**src/hdl/epcs_defines.vh**
```
// constants of the encoder position compare and status block
// assumes a 200 MHz system clock and a byte-addressed word register port
`ifndef EPCS_DEFINES_VH
`define EPCS_DEFINES_VH

// ==========================================================================
// timing
`define EPCS_CLK_MHZ            200
`define EPCS_POLL_PERIOD_US     10
`define EPCS_POLL_PERIOD_CYC    (`EPCS_POLL_PERIOD_US * `EPCS_CLK_MHZ)
`define EPCS_REPLY_TIMEOUT_US   2
`define EPCS_REPLY_TIMEOUT_CYC  (`EPCS_REPLY_TIMEOUT_US * `EPCS_CLK_MHZ)

// ==========================================================================
// register offsets
`define EPCS_OFS_CTRL           8'h00
`define EPCS_OFS_CMD            8'h04
`define EPCS_OFS_STATUS         8'h08
`define EPCS_OFS_CMP_A          8'h0C
`define EPCS_OFS_CMP_B          8'h10
`define EPCS_OFS_LOW_LIM        8'h14
`define EPCS_OFS_HIGH_LIM       8'h18
`define EPCS_OFS_POSITION       8'h1C
`define EPCS_OFS_DIAG_EN        8'h20
`define EPCS_OFS_IRQ_STAT       8'h24
`define EPCS_OFS_IRQ_MASK       8'h28

// ==========================================================================
// control and command fields
`define EPCS_CTRL_EN_A          0
`define EPCS_CTRL_EN_B          1
`define EPCS_CTRL_STOP          2
`define EPCS_CTRL_W             3
`define EPCS_CTRL_RST           3'h4
`define EPCS_CMD_CLR_A          0
`define EPCS_CMD_CLR_B          1

// ==========================================================================
// status word fields
`define EPCS_ST_DIR_DOWN        0
`define EPCS_ST_A_GE            1
`define EPCS_ST_A_EQ            2
`define EPCS_ST_A_MATCH         3
`define EPCS_ST_B_GE            4
`define EPCS_ST_B_EQ            5
`define EPCS_ST_B_MATCH         6
`define EPCS_ST_HALTED          7
`define EPCS_ST_PARAM_ERR       8
`define EPCS_ST_BELOW_LOW       9
`define EPCS_ST_ABOVE_HIGH      10
`define EPCS_ST_ENC_FAULT       11
`define EPCS_ST_DIAG            12
`define EPCS_ST_ENC_LSB         16

// ==========================================================================
// interrupt and encoder status widths, limit reset values
`define EPCS_IRQ_W              7
`define EPCS_ENC_ST_W           4
`define EPCS_LIM_LOW_RST        32'h00000000
`define EPCS_LIM_HIGH_RST       32'hFFFFFFFF

`endif

```
**src/hdl/epcs_compare_channel.v**
```verilog
// one comparison channel: relational, live equality and latched match
// assumes position and compare value are stable registered words
`timescale 1ns/1ps

module epcs_compare_channel #(
    parameter POS_W = 32
) (
    input  wire             clk,
    input  wire             rst_n,
    input  wire             enable,
    input  wire             clear_req,
    input  wire [POS_W-1:0] position,
    input  wire [POS_W-1:0] compare_value,
    output reg              ge_reg,
    output reg              equal_reg,
    output reg              match_reg,
    output wire             match_set
);

    wire ge_now;
    wire eq_now;
    reg  ge_next;
    reg  equal_next;
    reg  match_next;

    // ======================================================================
    // comparison
    assign ge_now    = (position >= compare_value);
    assign eq_now    = (position == compare_value);
    assign match_set = enable & eq_now & ~match_reg;

    always @* begin
        ge_next    = enable & ge_now;
        equal_next = enable & eq_now;
        match_next = match_reg;
        if (clear_req) begin
            match_next = 1'b0;
        end
        if (enable & eq_now) begin
            match_next = 1'b1;
        end
        if (!enable) begin
            match_next = 1'b0;
        end
    end

    // ======================================================================
    // state
    always @(posedge clk or negedge rst_n) begin
        if (!rst_n) begin
            ge_reg    <= 1'b0;
            equal_reg <= 1'b0;
            match_reg <= 1'b0;
        end else begin
            ge_reg    <= ge_next;
            equal_reg <= equal_next;
            match_reg <= match_next;
        end
    end

endmodule // epcs_compare_channel

```
**src/hdl/epcs_top.v**
```verilog
// encoder position compare and status block, register port and poll timing
// assumes encoder replies synchronous to SYS_CLK, one-cycle bus strobes
//
// Implementation choices: strobed register access and the address map.
`timescale 1ns/1ps
`include "epcs_defines.vh"

module epcs_top #(
    parameter POS_W          = 32,
    parameter POLL_PERIOD    = `EPCS_POLL_PERIOD_CYC,
    parameter REPLY_TIMEOUT  = `EPCS_REPLY_TIMEOUT_CYC
) (
    input  wire                      SYS_CLK,
    input  wire                      NRST,
    input  wire [7:0]                REG_ADDR,
    input  wire [31:0]               REG_WDATA,
    input  wire                      REG_WR,
    input  wire                      REG_RD,
    output reg  [31:0]               REG_RDATA,
    output reg                       ENC_POLL_REQ,
    input  wire                      ENC_POS_VALID,
    input  wire [POS_W-1:0]          ENC_POS,
    input  wire [`EPCS_ENC_ST_W-1:0] ENC_STATUS,
    input  wire                      ENC_SIGNAL_OK,
    output reg                       DOWN_LAMP,
    output reg                       POLLING_HALTED,
    output reg                       IRQ
);

    // ======================================================================
    // declarations
    reg                       rst_meta_reg;
    reg                       rst_sync_reg;
    wire                      rst_n;

    reg  [`EPCS_CTRL_W-1:0]   ctrl_reg;
    reg  [POS_W-1:0]          compare_value_a;
    reg  [POS_W-1:0]          compare_value_b;
    reg  [POS_W-1:0]          low_limit_value;
    reg  [POS_W-1:0]          high_limit_value;
    reg  [`EPCS_ENC_ST_W-1:0] diag_enable_reg;
    reg  [`EPCS_IRQ_W-1:0]    irq_stat_reg;
    reg  [`EPCS_IRQ_W-1:0]    irq_stat_next;
    reg  [`EPCS_IRQ_W-1:0]    irq_mask_reg;

    reg  [POS_W-1:0]          current_position;
    reg  [`EPCS_ENC_ST_W-1:0] encoder_status_bits;
    reg                       dir_down_ind;
    reg                       param_set_error;
    reg                       below_low_limit;
    reg                       above_high_limit;
    reg                       encoder_signal_fault;
    reg                       encoder_diag_summary;
    reg                       reply_timeout_reg;

    reg  [15:0]               poll_cnt_reg;
    reg  [15:0]               wait_cnt_reg;
    reg  [1:0]                poll_state_reg;
    reg  [1:0]                poll_state_next;

    reg  [`EPCS_IRQ_W-1:0]    events_prev_reg;
    wire [`EPCS_IRQ_W-1:0]    events_now;
    wire [`EPCS_IRQ_W-1:0]    events_rise;

    wire                      wr_ctrl;
    wire                      wr_cmd;
    wire                      clear_match_a;
    wire                      clear_match_b;
    wire                      compare_a_enable;
    wire                      compare_b_enable;
    wire                      stop_req;
    wire                      halt_now;
    wire                      pos_take;
    wire                      cmp_a_ge;
    wire                      cmp_a_equal_live;
    wire                      cmp_a_match_latched;
    wire                      cmp_a_set;
    wire                      cmp_b_ge;
    wire                      cmp_b_equal_live;
    wire                      cmp_b_match_latched;
    wire                      cmp_b_set;
    wire [31:0]               status_word;
    reg  [31:0]               rdata_next;

    localparam [1:0] PS_IDLE  = 2'h0;
    localparam [1:0] PS_WAIT  = 2'h1;
    localparam [1:0] PS_HALT  = 2'h2;

    localparam [15:0] POLL_LAST = POLL_PERIOD - 1;
    localparam [15:0] WAIT_LAST = REPLY_TIMEOUT - 1;

    // ======================================================================
    // functions
    function [31:0] to_word;
        input [POS_W-1:0] value;
        begin
            to_word = 32'h00000000;
            to_word[POS_W-1:0] = value;
        end
    endfunction

    function [POS_W-1:0] from_word;
        input [31:0] value;
        begin
            from_word = value[POS_W-1:0];
        end
    endfunction

    // ======================================================================
    // reset synchroniser
    always @(posedge SYS_CLK or negedge NRST) begin
        if (!NRST) begin
            rst_meta_reg <= 1'b0;
            rst_sync_reg <= 1'b0;
        end else begin
            rst_meta_reg <= 1'b1;
            rst_sync_reg <= rst_meta_reg;
        end
    end

    assign rst_n = rst_sync_reg;

    // ======================================================================
    // register writes
    assign wr_ctrl          = REG_WR & (REG_ADDR == `EPCS_OFS_CTRL);
    assign wr_cmd           = REG_WR & (REG_ADDR == `EPCS_OFS_CMD);
    assign clear_match_a    = wr_cmd & REG_WDATA[`EPCS_CMD_CLR_A];
    assign clear_match_b    = wr_cmd & REG_WDATA[`EPCS_CMD_CLR_B];
    assign compare_a_enable = ctrl_reg[`EPCS_CTRL_EN_A];
    assign compare_b_enable = ctrl_reg[`EPCS_CTRL_EN_B];
    assign stop_req         = ctrl_reg[`EPCS_CTRL_STOP];

    always @(posedge SYS_CLK or negedge rst_n) begin
        if (!rst_n) begin
            ctrl_reg         <= `EPCS_CTRL_RST;
            compare_value_a  <= {POS_W{1'b0}};
            compare_value_b  <= {POS_W{1'b0}};
            low_limit_value  <= from_word(`EPCS_LIM_LOW_RST);
            high_limit_value <= from_word(`EPCS_LIM_HIGH_RST);
            diag_enable_reg  <= {`EPCS_ENC_ST_W{1'b0}};
            irq_mask_reg     <= {`EPCS_IRQ_W{1'b0}};
        end else if (REG_WR) begin
            case (REG_ADDR)
                `EPCS_OFS_CTRL:     ctrl_reg         <= REG_WDATA[`EPCS_CTRL_W-1:0];
                `EPCS_OFS_CMP_A:    compare_value_a  <= from_word(REG_WDATA);
                `EPCS_OFS_CMP_B:    compare_value_b  <= from_word(REG_WDATA);
                `EPCS_OFS_LOW_LIM:  low_limit_value  <= from_word(REG_WDATA);
                `EPCS_OFS_HIGH_LIM: high_limit_value <= from_word(REG_WDATA);
                `EPCS_OFS_DIAG_EN:  diag_enable_reg  <= REG_WDATA[`EPCS_ENC_ST_W-1:0];
                `EPCS_OFS_IRQ_MASK: irq_mask_reg     <= REG_WDATA[`EPCS_IRQ_W-1:0];
                default: begin
                end
            endcase
        end
    end

    // ======================================================================
    // parameter check and halt
    always @(posedge SYS_CLK or negedge rst_n) begin
        if (!rst_n) begin
            param_set_error <= 1'b0;
        end else begin
            param_set_error <= (low_limit_value > high_limit_value);
        end
    end

    assign halt_now = stop_req | param_set_error;

    // ======================================================================
    // encoder poll sequencer
    always @* begin
        poll_state_next = poll_state_reg;
        case (poll_state_reg)
            PS_IDLE: begin
                if (halt_now) begin
                    poll_state_next = PS_HALT;
                end else if (poll_cnt_reg == POLL_LAST) begin
                    poll_state_next = PS_WAIT;
                end
            end
            PS_WAIT: begin
                if (halt_now) begin
                    poll_state_next = PS_HALT;
                end else if (ENC_POS_VALID || wait_cnt_reg == WAIT_LAST) begin
                    poll_state_next = PS_IDLE;
                end
            end
            PS_HALT: begin
                if (!halt_now) begin
                    poll_state_next = PS_IDLE;
                end
            end
            default: begin
                poll_state_next = PS_HALT;
            end
        endcase
    end

    always @(posedge SYS_CLK or negedge rst_n) begin
        if (!rst_n) begin
            poll_state_reg <= PS_HALT;
            poll_cnt_reg   <= 16'h0000;
            wait_cnt_reg   <= 16'h0000;
            ENC_POLL_REQ   <= 1'b0;
            POLLING_HALTED <= 1'b1;
        end else begin
            poll_state_reg <= poll_state_next;
            ENC_POLL_REQ   <= (poll_state_reg == PS_IDLE) & ~halt_now
                              & (poll_cnt_reg == POLL_LAST);
            POLLING_HALTED <= halt_now;
            if (poll_state_reg == PS_IDLE && !halt_now && poll_cnt_reg != POLL_LAST) begin
                poll_cnt_reg <= poll_cnt_reg + 16'h0001;
            end else begin
                poll_cnt_reg <= 16'h0000;
            end
            if (poll_state_reg == PS_WAIT) begin
                wait_cnt_reg <= wait_cnt_reg + 16'h0001;
            end else begin
                wait_cnt_reg <= 16'h0000;
            end
        end
    end

    // ======================================================================
    // position capture and live status
    assign pos_take = ENC_POS_VALID & (poll_state_reg == PS_WAIT) & ~halt_now;

    always @(posedge SYS_CLK or negedge rst_n) begin
        if (!rst_n) begin
            current_position     <= {POS_W{1'b0}};
            encoder_status_bits  <= {`EPCS_ENC_ST_W{1'b0}};
            dir_down_ind         <= 1'b0;
            DOWN_LAMP            <= 1'b0;
            reply_timeout_reg    <= 1'b0;
            encoder_signal_fault <= 1'b0;
            encoder_diag_summary <= 1'b0;
            below_low_limit      <= 1'b0;
            above_high_limit     <= 1'b0;
        end else begin
            if (pos_take) begin
                current_position    <= ENC_POS;
                encoder_status_bits <= ENC_STATUS;
                dir_down_ind        <= (ENC_POS < current_position);
                DOWN_LAMP           <= (ENC_POS < current_position);
                reply_timeout_reg   <= 1'b0;
            end else if (poll_state_reg == PS_WAIT && wait_cnt_reg == WAIT_LAST) begin
                reply_timeout_reg   <= 1'b1;
            end
            encoder_signal_fault <= ~ENC_SIGNAL_OK | reply_timeout_reg;
            encoder_diag_summary <= |(encoder_status_bits & diag_enable_reg);
            below_low_limit      <= (current_position < low_limit_value);
            above_high_limit     <= (current_position > high_limit_value);
        end
    end

    // ======================================================================
    // comparison channels
    epcs_compare_channel #(
        .POS_W         (POS_W)
    ) u_cmp_a (
        .clk           (SYS_CLK),
        .rst_n         (rst_n),
        .enable        (compare_a_enable),
        .clear_req     (clear_match_a),
        .position      (current_position),
        .compare_value (compare_value_a),
        .ge_reg        (cmp_a_ge),
        .equal_reg     (cmp_a_equal_live),
        .match_reg     (cmp_a_match_latched),
        .match_set     (cmp_a_set)
    );

    epcs_compare_channel #(
        .POS_W         (POS_W)
    ) u_cmp_b (
        .clk           (SYS_CLK),
        .rst_n         (rst_n),
        .enable        (compare_b_enable),
        .clear_req     (clear_match_b),
        .position      (current_position),
        .compare_value (compare_value_b),
        .ge_reg        (cmp_b_ge),
        .equal_reg     (cmp_b_equal_live),
        .match_reg     (cmp_b_match_latched),
        .match_set     (cmp_b_set)
    );

    // ======================================================================
    // interrupts
    assign events_now  = {encoder_diag_summary, above_high_limit, below_low_limit,
                          param_set_error, encoder_signal_fault, 2'b00};
    assign events_rise = (events_now & ~events_prev_reg) | {5'b00000, cmp_b_set, cmp_a_set};

    always @* begin
        irq_stat_next = irq_stat_reg;
        if (REG_WR && REG_ADDR == `EPCS_OFS_IRQ_STAT) begin
            irq_stat_next = irq_stat_next & ~REG_WDATA[`EPCS_IRQ_W-1:0];
        end
        irq_stat_next = irq_stat_next | events_rise;
    end

    always @(posedge SYS_CLK or negedge rst_n) begin
        if (!rst_n) begin
            events_prev_reg <= {`EPCS_IRQ_W{1'b0}};
            irq_stat_reg    <= {`EPCS_IRQ_W{1'b0}};
            IRQ             <= 1'b0;
        end else begin
            events_prev_reg <= events_now;
            irq_stat_reg    <= irq_stat_next;
            IRQ             <= |(irq_stat_next & irq_mask_reg);
        end
    end

    // ======================================================================
    // register reads
    assign status_word = {12'h000, encoder_status_bits, 3'b000,
                          encoder_diag_summary, encoder_signal_fault, above_high_limit,
                          below_low_limit, param_set_error, POLLING_HALTED,
                          cmp_b_match_latched, cmp_b_equal_live, cmp_b_ge,
                          cmp_a_match_latched, cmp_a_equal_live, cmp_a_ge, dir_down_ind};

    always @* begin
        rdata_next = 32'h00000000;
        case (REG_ADDR)
            `EPCS_OFS_CTRL:     rdata_next[`EPCS_CTRL_W-1:0] = ctrl_reg;
            `EPCS_OFS_STATUS:   rdata_next = status_word;
            `EPCS_OFS_CMP_A:    rdata_next = to_word(compare_value_a);
            `EPCS_OFS_CMP_B:    rdata_next = to_word(compare_value_b);
            `EPCS_OFS_LOW_LIM:  rdata_next = to_word(low_limit_value);
            `EPCS_OFS_HIGH_LIM: rdata_next = to_word(high_limit_value);
            `EPCS_OFS_POSITION: rdata_next = to_word(current_position);
            `EPCS_OFS_DIAG_EN:  rdata_next[`EPCS_ENC_ST_W-1:0] = diag_enable_reg;
            `EPCS_OFS_IRQ_STAT: rdata_next[`EPCS_IRQ_W-1:0] = irq_stat_reg;
            `EPCS_OFS_IRQ_MASK: rdata_next[`EPCS_IRQ_W-1:0] = irq_mask_reg;
            default: begin
                rdata_next = 32'h00000000;
            end
        endcase
    end

    always @(posedge SYS_CLK or negedge rst_n) begin
        if (!rst_n) begin
            REG_RDATA <= 32'h00000000;
        end else if (REG_RD) begin
            REG_RDATA <= rdata_next;
        end else begin
            REG_RDATA <= 32'h00000000;
        end
    end

endmodule // epcs_top

```
**config.mk**
```make
export PLATFORM = sky130hd
export DESIGN_NAME = epcs_top
export DESIGN_NICKNAME = d
export VERILOG_FILES = /design/src/hdl/epcs_compare_channel.v /design/src/hdl/epcs_top.v
export VERILOG_INCLUDE_DIRS = /design/src /design/src/hdl
export SDC_FILE = /design/constraint.sdc
export NUM_CORES = 1
export LEC_CHECK = 0
export ABC_CLOCK_PERIOD_IN_PS = 9600
export BUFFER_PORTS_ARGS = -buffer_cell sky130_fd_sc_hd__buf_2
export CAP_MARGIN = 0
export CORE_MARGIN = 4
export CORE_UTILIZATION = 60
export CTS_CLUSTER_SIZE = 30
export DETAILED_ROUTE_END_ITERATION = 7
export PLACE_DENSITY = 0.88
export SYNTH_ARGS = -nofsm -noshare
export SYNTH_HDL_FRONTEND = slang
export SYNTH_SLANG_ARGS = --single-unit
```
**constraint.sdc**
```tcl
create_clock -name SYS_CLK -period 9.6 [get_ports SYS_CLK]
set_input_delay 2.88 -clock SYS_CLK [delete_from_list [all_inputs] [get_ports SYS_CLK]]
set_output_delay 2.88 -clock SYS_CLK [all_outputs]
set_load 0.01 [all_outputs]
```
==> flow_metrics.py <==
metrics = {
    "synth": {
        "ys_warn_count": 0,
        "synth_nets": 1791,
        "synth_area_leaders": "dfrtp_1 37%, ha_1 15%, mux2_2 12%",
        "synth_top_flop_cell": "dfrtp_1",
        "syn-cell-area_sq_mm": 0.01615,
        "yosysTopAreaCell": "dfrtp_1",
        "synthesis.instances": 1517,
        "synth_top_area_frac": 0.3702,
        "async_flop_share": 1.000,
        "ys_seq_elements": 274,
        "synth_cell_type_count": 69,
        "synth_edf_count": 0,
        "yosysSeqAreaShare": 0.4272,
        "synth_area_per_cell_sq_um": 10.65,
    },
    "cts": {
        "tritoncts": "yes",
        "root_buffer": "clkbuf_16",
        "cts_hold_buffers": 0,
        "clock_path_buffers": 3,
        "post-cts-setup-buffer-count": 0,
        "insertion_delay_ns": 0.57,
        "cts_max_level": 1,
        "cts_sinks": 274,
        "post_cts_resized": 0,
        "cts.clk_slew.worst_paths_ns": 0.06,
        "cts_buffers": 30,
    },
    "timing": {
        "max_slew_margin": 0.1896,
        "fin_crit_sh": 0.5620,
        "setup_viol": 0,
        "hold_viol_final": 0,
        "skew_ns": 0.009369,
        "fin_ws_ns": 4.205,
        "drv_slew": 0,
        "min_period_ns": 5.395,
        "tns_ns": 0,
        "rsz0062_at_grt": "no",
        "worstMarginPinSlew_ns": 1.214,
        "fmax_mhz": 185.4,
    },
    "layout": {
        "drive_gt1_frac": 0.2423,
        "fin_nets": 1905,
        "diodes": 0,
        "fillers": 1889,
        "area_growth_pct": 12.11,
        "multi_input_area_sq_mm": 0.008406,
        "seq_area_sq_mm": 0.006904,
    },
    "routing": {
        "routed_wl_mm": 46.01,
        "via_per_inst": 6.519,
        "drtAntennaViolNets": 0,
        "wl_per_cell_microns": 23.12,
        "drc": 0,
        "drt_iter0_markers": 1443,
        "dr.pass1.iters": 6,
        "vias": 12970,
    },
    "grt": {
        "track_usage": 0.3075,
        "gr-total-overflow": 0,
        "grt_pass1_wl_mm": 71.06,
        "grt_max_degree": 165,
        "grt_antenna_before_repair": 1,
        "grt_pass1_vias": 13260,
    },
    "place": {
        "dp_hpwl_mm": 32.76,
        "dp_slack_ns": 3.763,
        "gp_congestion": 0.9676,
        "io_buffers": 117,
    },
    "min_path": {
        "worstHoldPathCells": 0,
        "hp-class": "flip-flop to flip-flop",
    },
    "power_and_ir_drop": {
        "ir_drop_uv": 184.0,
        "p_per_area_mw_per_mm2": 176.1,
        "p_leak_nw": 8.523,
        "p_total_w": 0.003189,
    },
    "setup_path": {
        "cp.required_ns": 10.09,
        "slowest_stage": "or4b_1",
        "startpoint_type": "input pin",
        "end_kind": "flip-flop",
        "crit_family": "simple AND/OR/NAND/NOR gates",
        "r2r_slack_ns": 6.66,
        "cp_max_fo": 32,
        "critical_path_depth": 6,
        "worstSetupPathType": "input pin to flip-flop",
        "path_buf_inv": 2,
        "r2r_cells": 8,
        "critPathArrivalTime_ns": 5.88,
        "path_cells": "buf_2, or4b_1, nor3_4, buf_4, nand2_2, mux2_1",
        "slowest_delay_ns": 0.84,
    },
    "job": {
        "maxCapViolCount": 0,
    },
    "floorplanning": {
        "std_cell_rows": 59,
        "initial_core_util": 0.6147,
        "core_sq_mm": 0.02628,
        "dieArea_sq_mm": 0.02961,
        "ios": 118,
        "die_h_microns": 172.1,
        "die_w_microns": 172.1,
    },
    "run_status": {
        "status": "finished, final reports clean",
    },
}
## power breakdown
part | internal, W | total [W] | switching (W) | leakage (nW)
clock network | 0.000755 | 0.00123 | 0.000480 | 0.508
registers | 0.00124 | 0.00137 | 0.000128 | 3.56
logic | 0.000252 | 0.000586 | 0.000333 | 4.45
## synthesized netlist by cell type (15+ instances only)
cell / count
a21oi_1: 91
clkbuf_1: 23
nand4_1: 46
ha_1: 192
a21o_1: 36
nand3_1: 45
inv_1: 169
a22oi_1: 31
nor2_1: 58
nor3_1: 17
dfrtp_1: 239
nand2_1: 85
a211oi_1: 15
mux2_2: 174
xor2_1: 15
a222oi_1: 25
dfstp_2: 35
o21ai_0: 46
## worst register-to-register path, delay by kind of cell (launching register included)
kind                     cells  cell delay [ns]
buffers and inverters        1             0.08
flip-flops                   1             0.57
AO/OA/AOI/OAI                3             1.42
adder cells (fa/ha/maj)      1             0.32
AND/OR/NAND/NOR              3             0.39
## path summary, 6_finish.rpt
check | from | endpoint
min in group asynchronous | rst_n | low_limit_value[21]
max reg2reg | current_position[11] | dir_down_ind
min reg2reg | rst_meta_reg | rst_n
max | REG_ADDR[5] | high_limit_value[2]
min | rst_meta_reg | rst_n
max in group asynchronous | NRST | rst_n
## through the flow
| stage | cells | hold WS [ns] | cell area [sq um] | util |
|---|---|---|---|---|
| floorplan | 1517 | 0.3312 | 16150 | - |
| global placement | 1934 | 0.3370 | 17060 | 0.6490 |
| detailed placement | 1934 | 0.3457 | 17060 | 0.6490 |
| CTS | 1990 | 0.3598 | 18110 | 0.6892 |
| global route | 1990 | 0.3689 | 18110 | 0.6892 |
| finish | 1990 | 0.3600 | 18110 | 0.6892 |
## layout by cell type, fill, tap and decap left out, types with 9 or more instances in the layout
master / count
a21o_1: 36
mux2_2: 174
nand2_1: 85
dfrtp_1: 238
dfstp_2: 35
a221oi_1: 9
nor2b_1: 9
clkbuf_1: 10
inv_1: 169
buf_4: 11
xor2_1: 15
a22oi_1: 31
a211oi_1: 15
nand4_1: 46
xnor2_1: 11
buf_2: 117
a31oi_1: 12
a222oi_1: 25
clkbuf_16: 30
nor3_1: 17
o21ai_0: 46
a21oi_1: 91
nor2_1: 57
ha_1: 192
nand3_1: 43
and3_1: 12
## cell type report
type	instances	area share
repair buffers	129	0.03800
clock buffers	42	0.04504
flip-flops and latches	274	0.3812
clock inverters	14	0.01326
well taps	335	0.02314
multi-input cells	1026	0.4641
inverters	170	0.03523
## cell families (layout without fill, tap and decap cells)
group / Yosys count / after routing / share of synthesized area
AND/OR/NAND/NOR: 319 / 319 / 0.1025
flip-flops: 274 / 274 / 0.4272
XOR/XNOR: 26 / 26 / 0.01410
other: 1 / 1 / 0.0002321
buffers and inverters: 217 / 355 / 0.05367
multiplexers: 183 / 183 / 0.1272
AO/OA/AOI/OAI: 305 / 305 / 0.1264
adder cells (fa/ha/maj): 192 / 192 / 0.1487
## per-layer routing
| layer | GRT usage | routed length [microns] |
|---|---|---|
| met1 | 0.4010 | 18150 |
| met3 | 0.06333 | 4352 |
| met2 | 0.4994 | 21500 |
| met5 | 0 | 12 |
| met4 | 0.1360 | 1995 |
(Power assumes the default switching activity.)
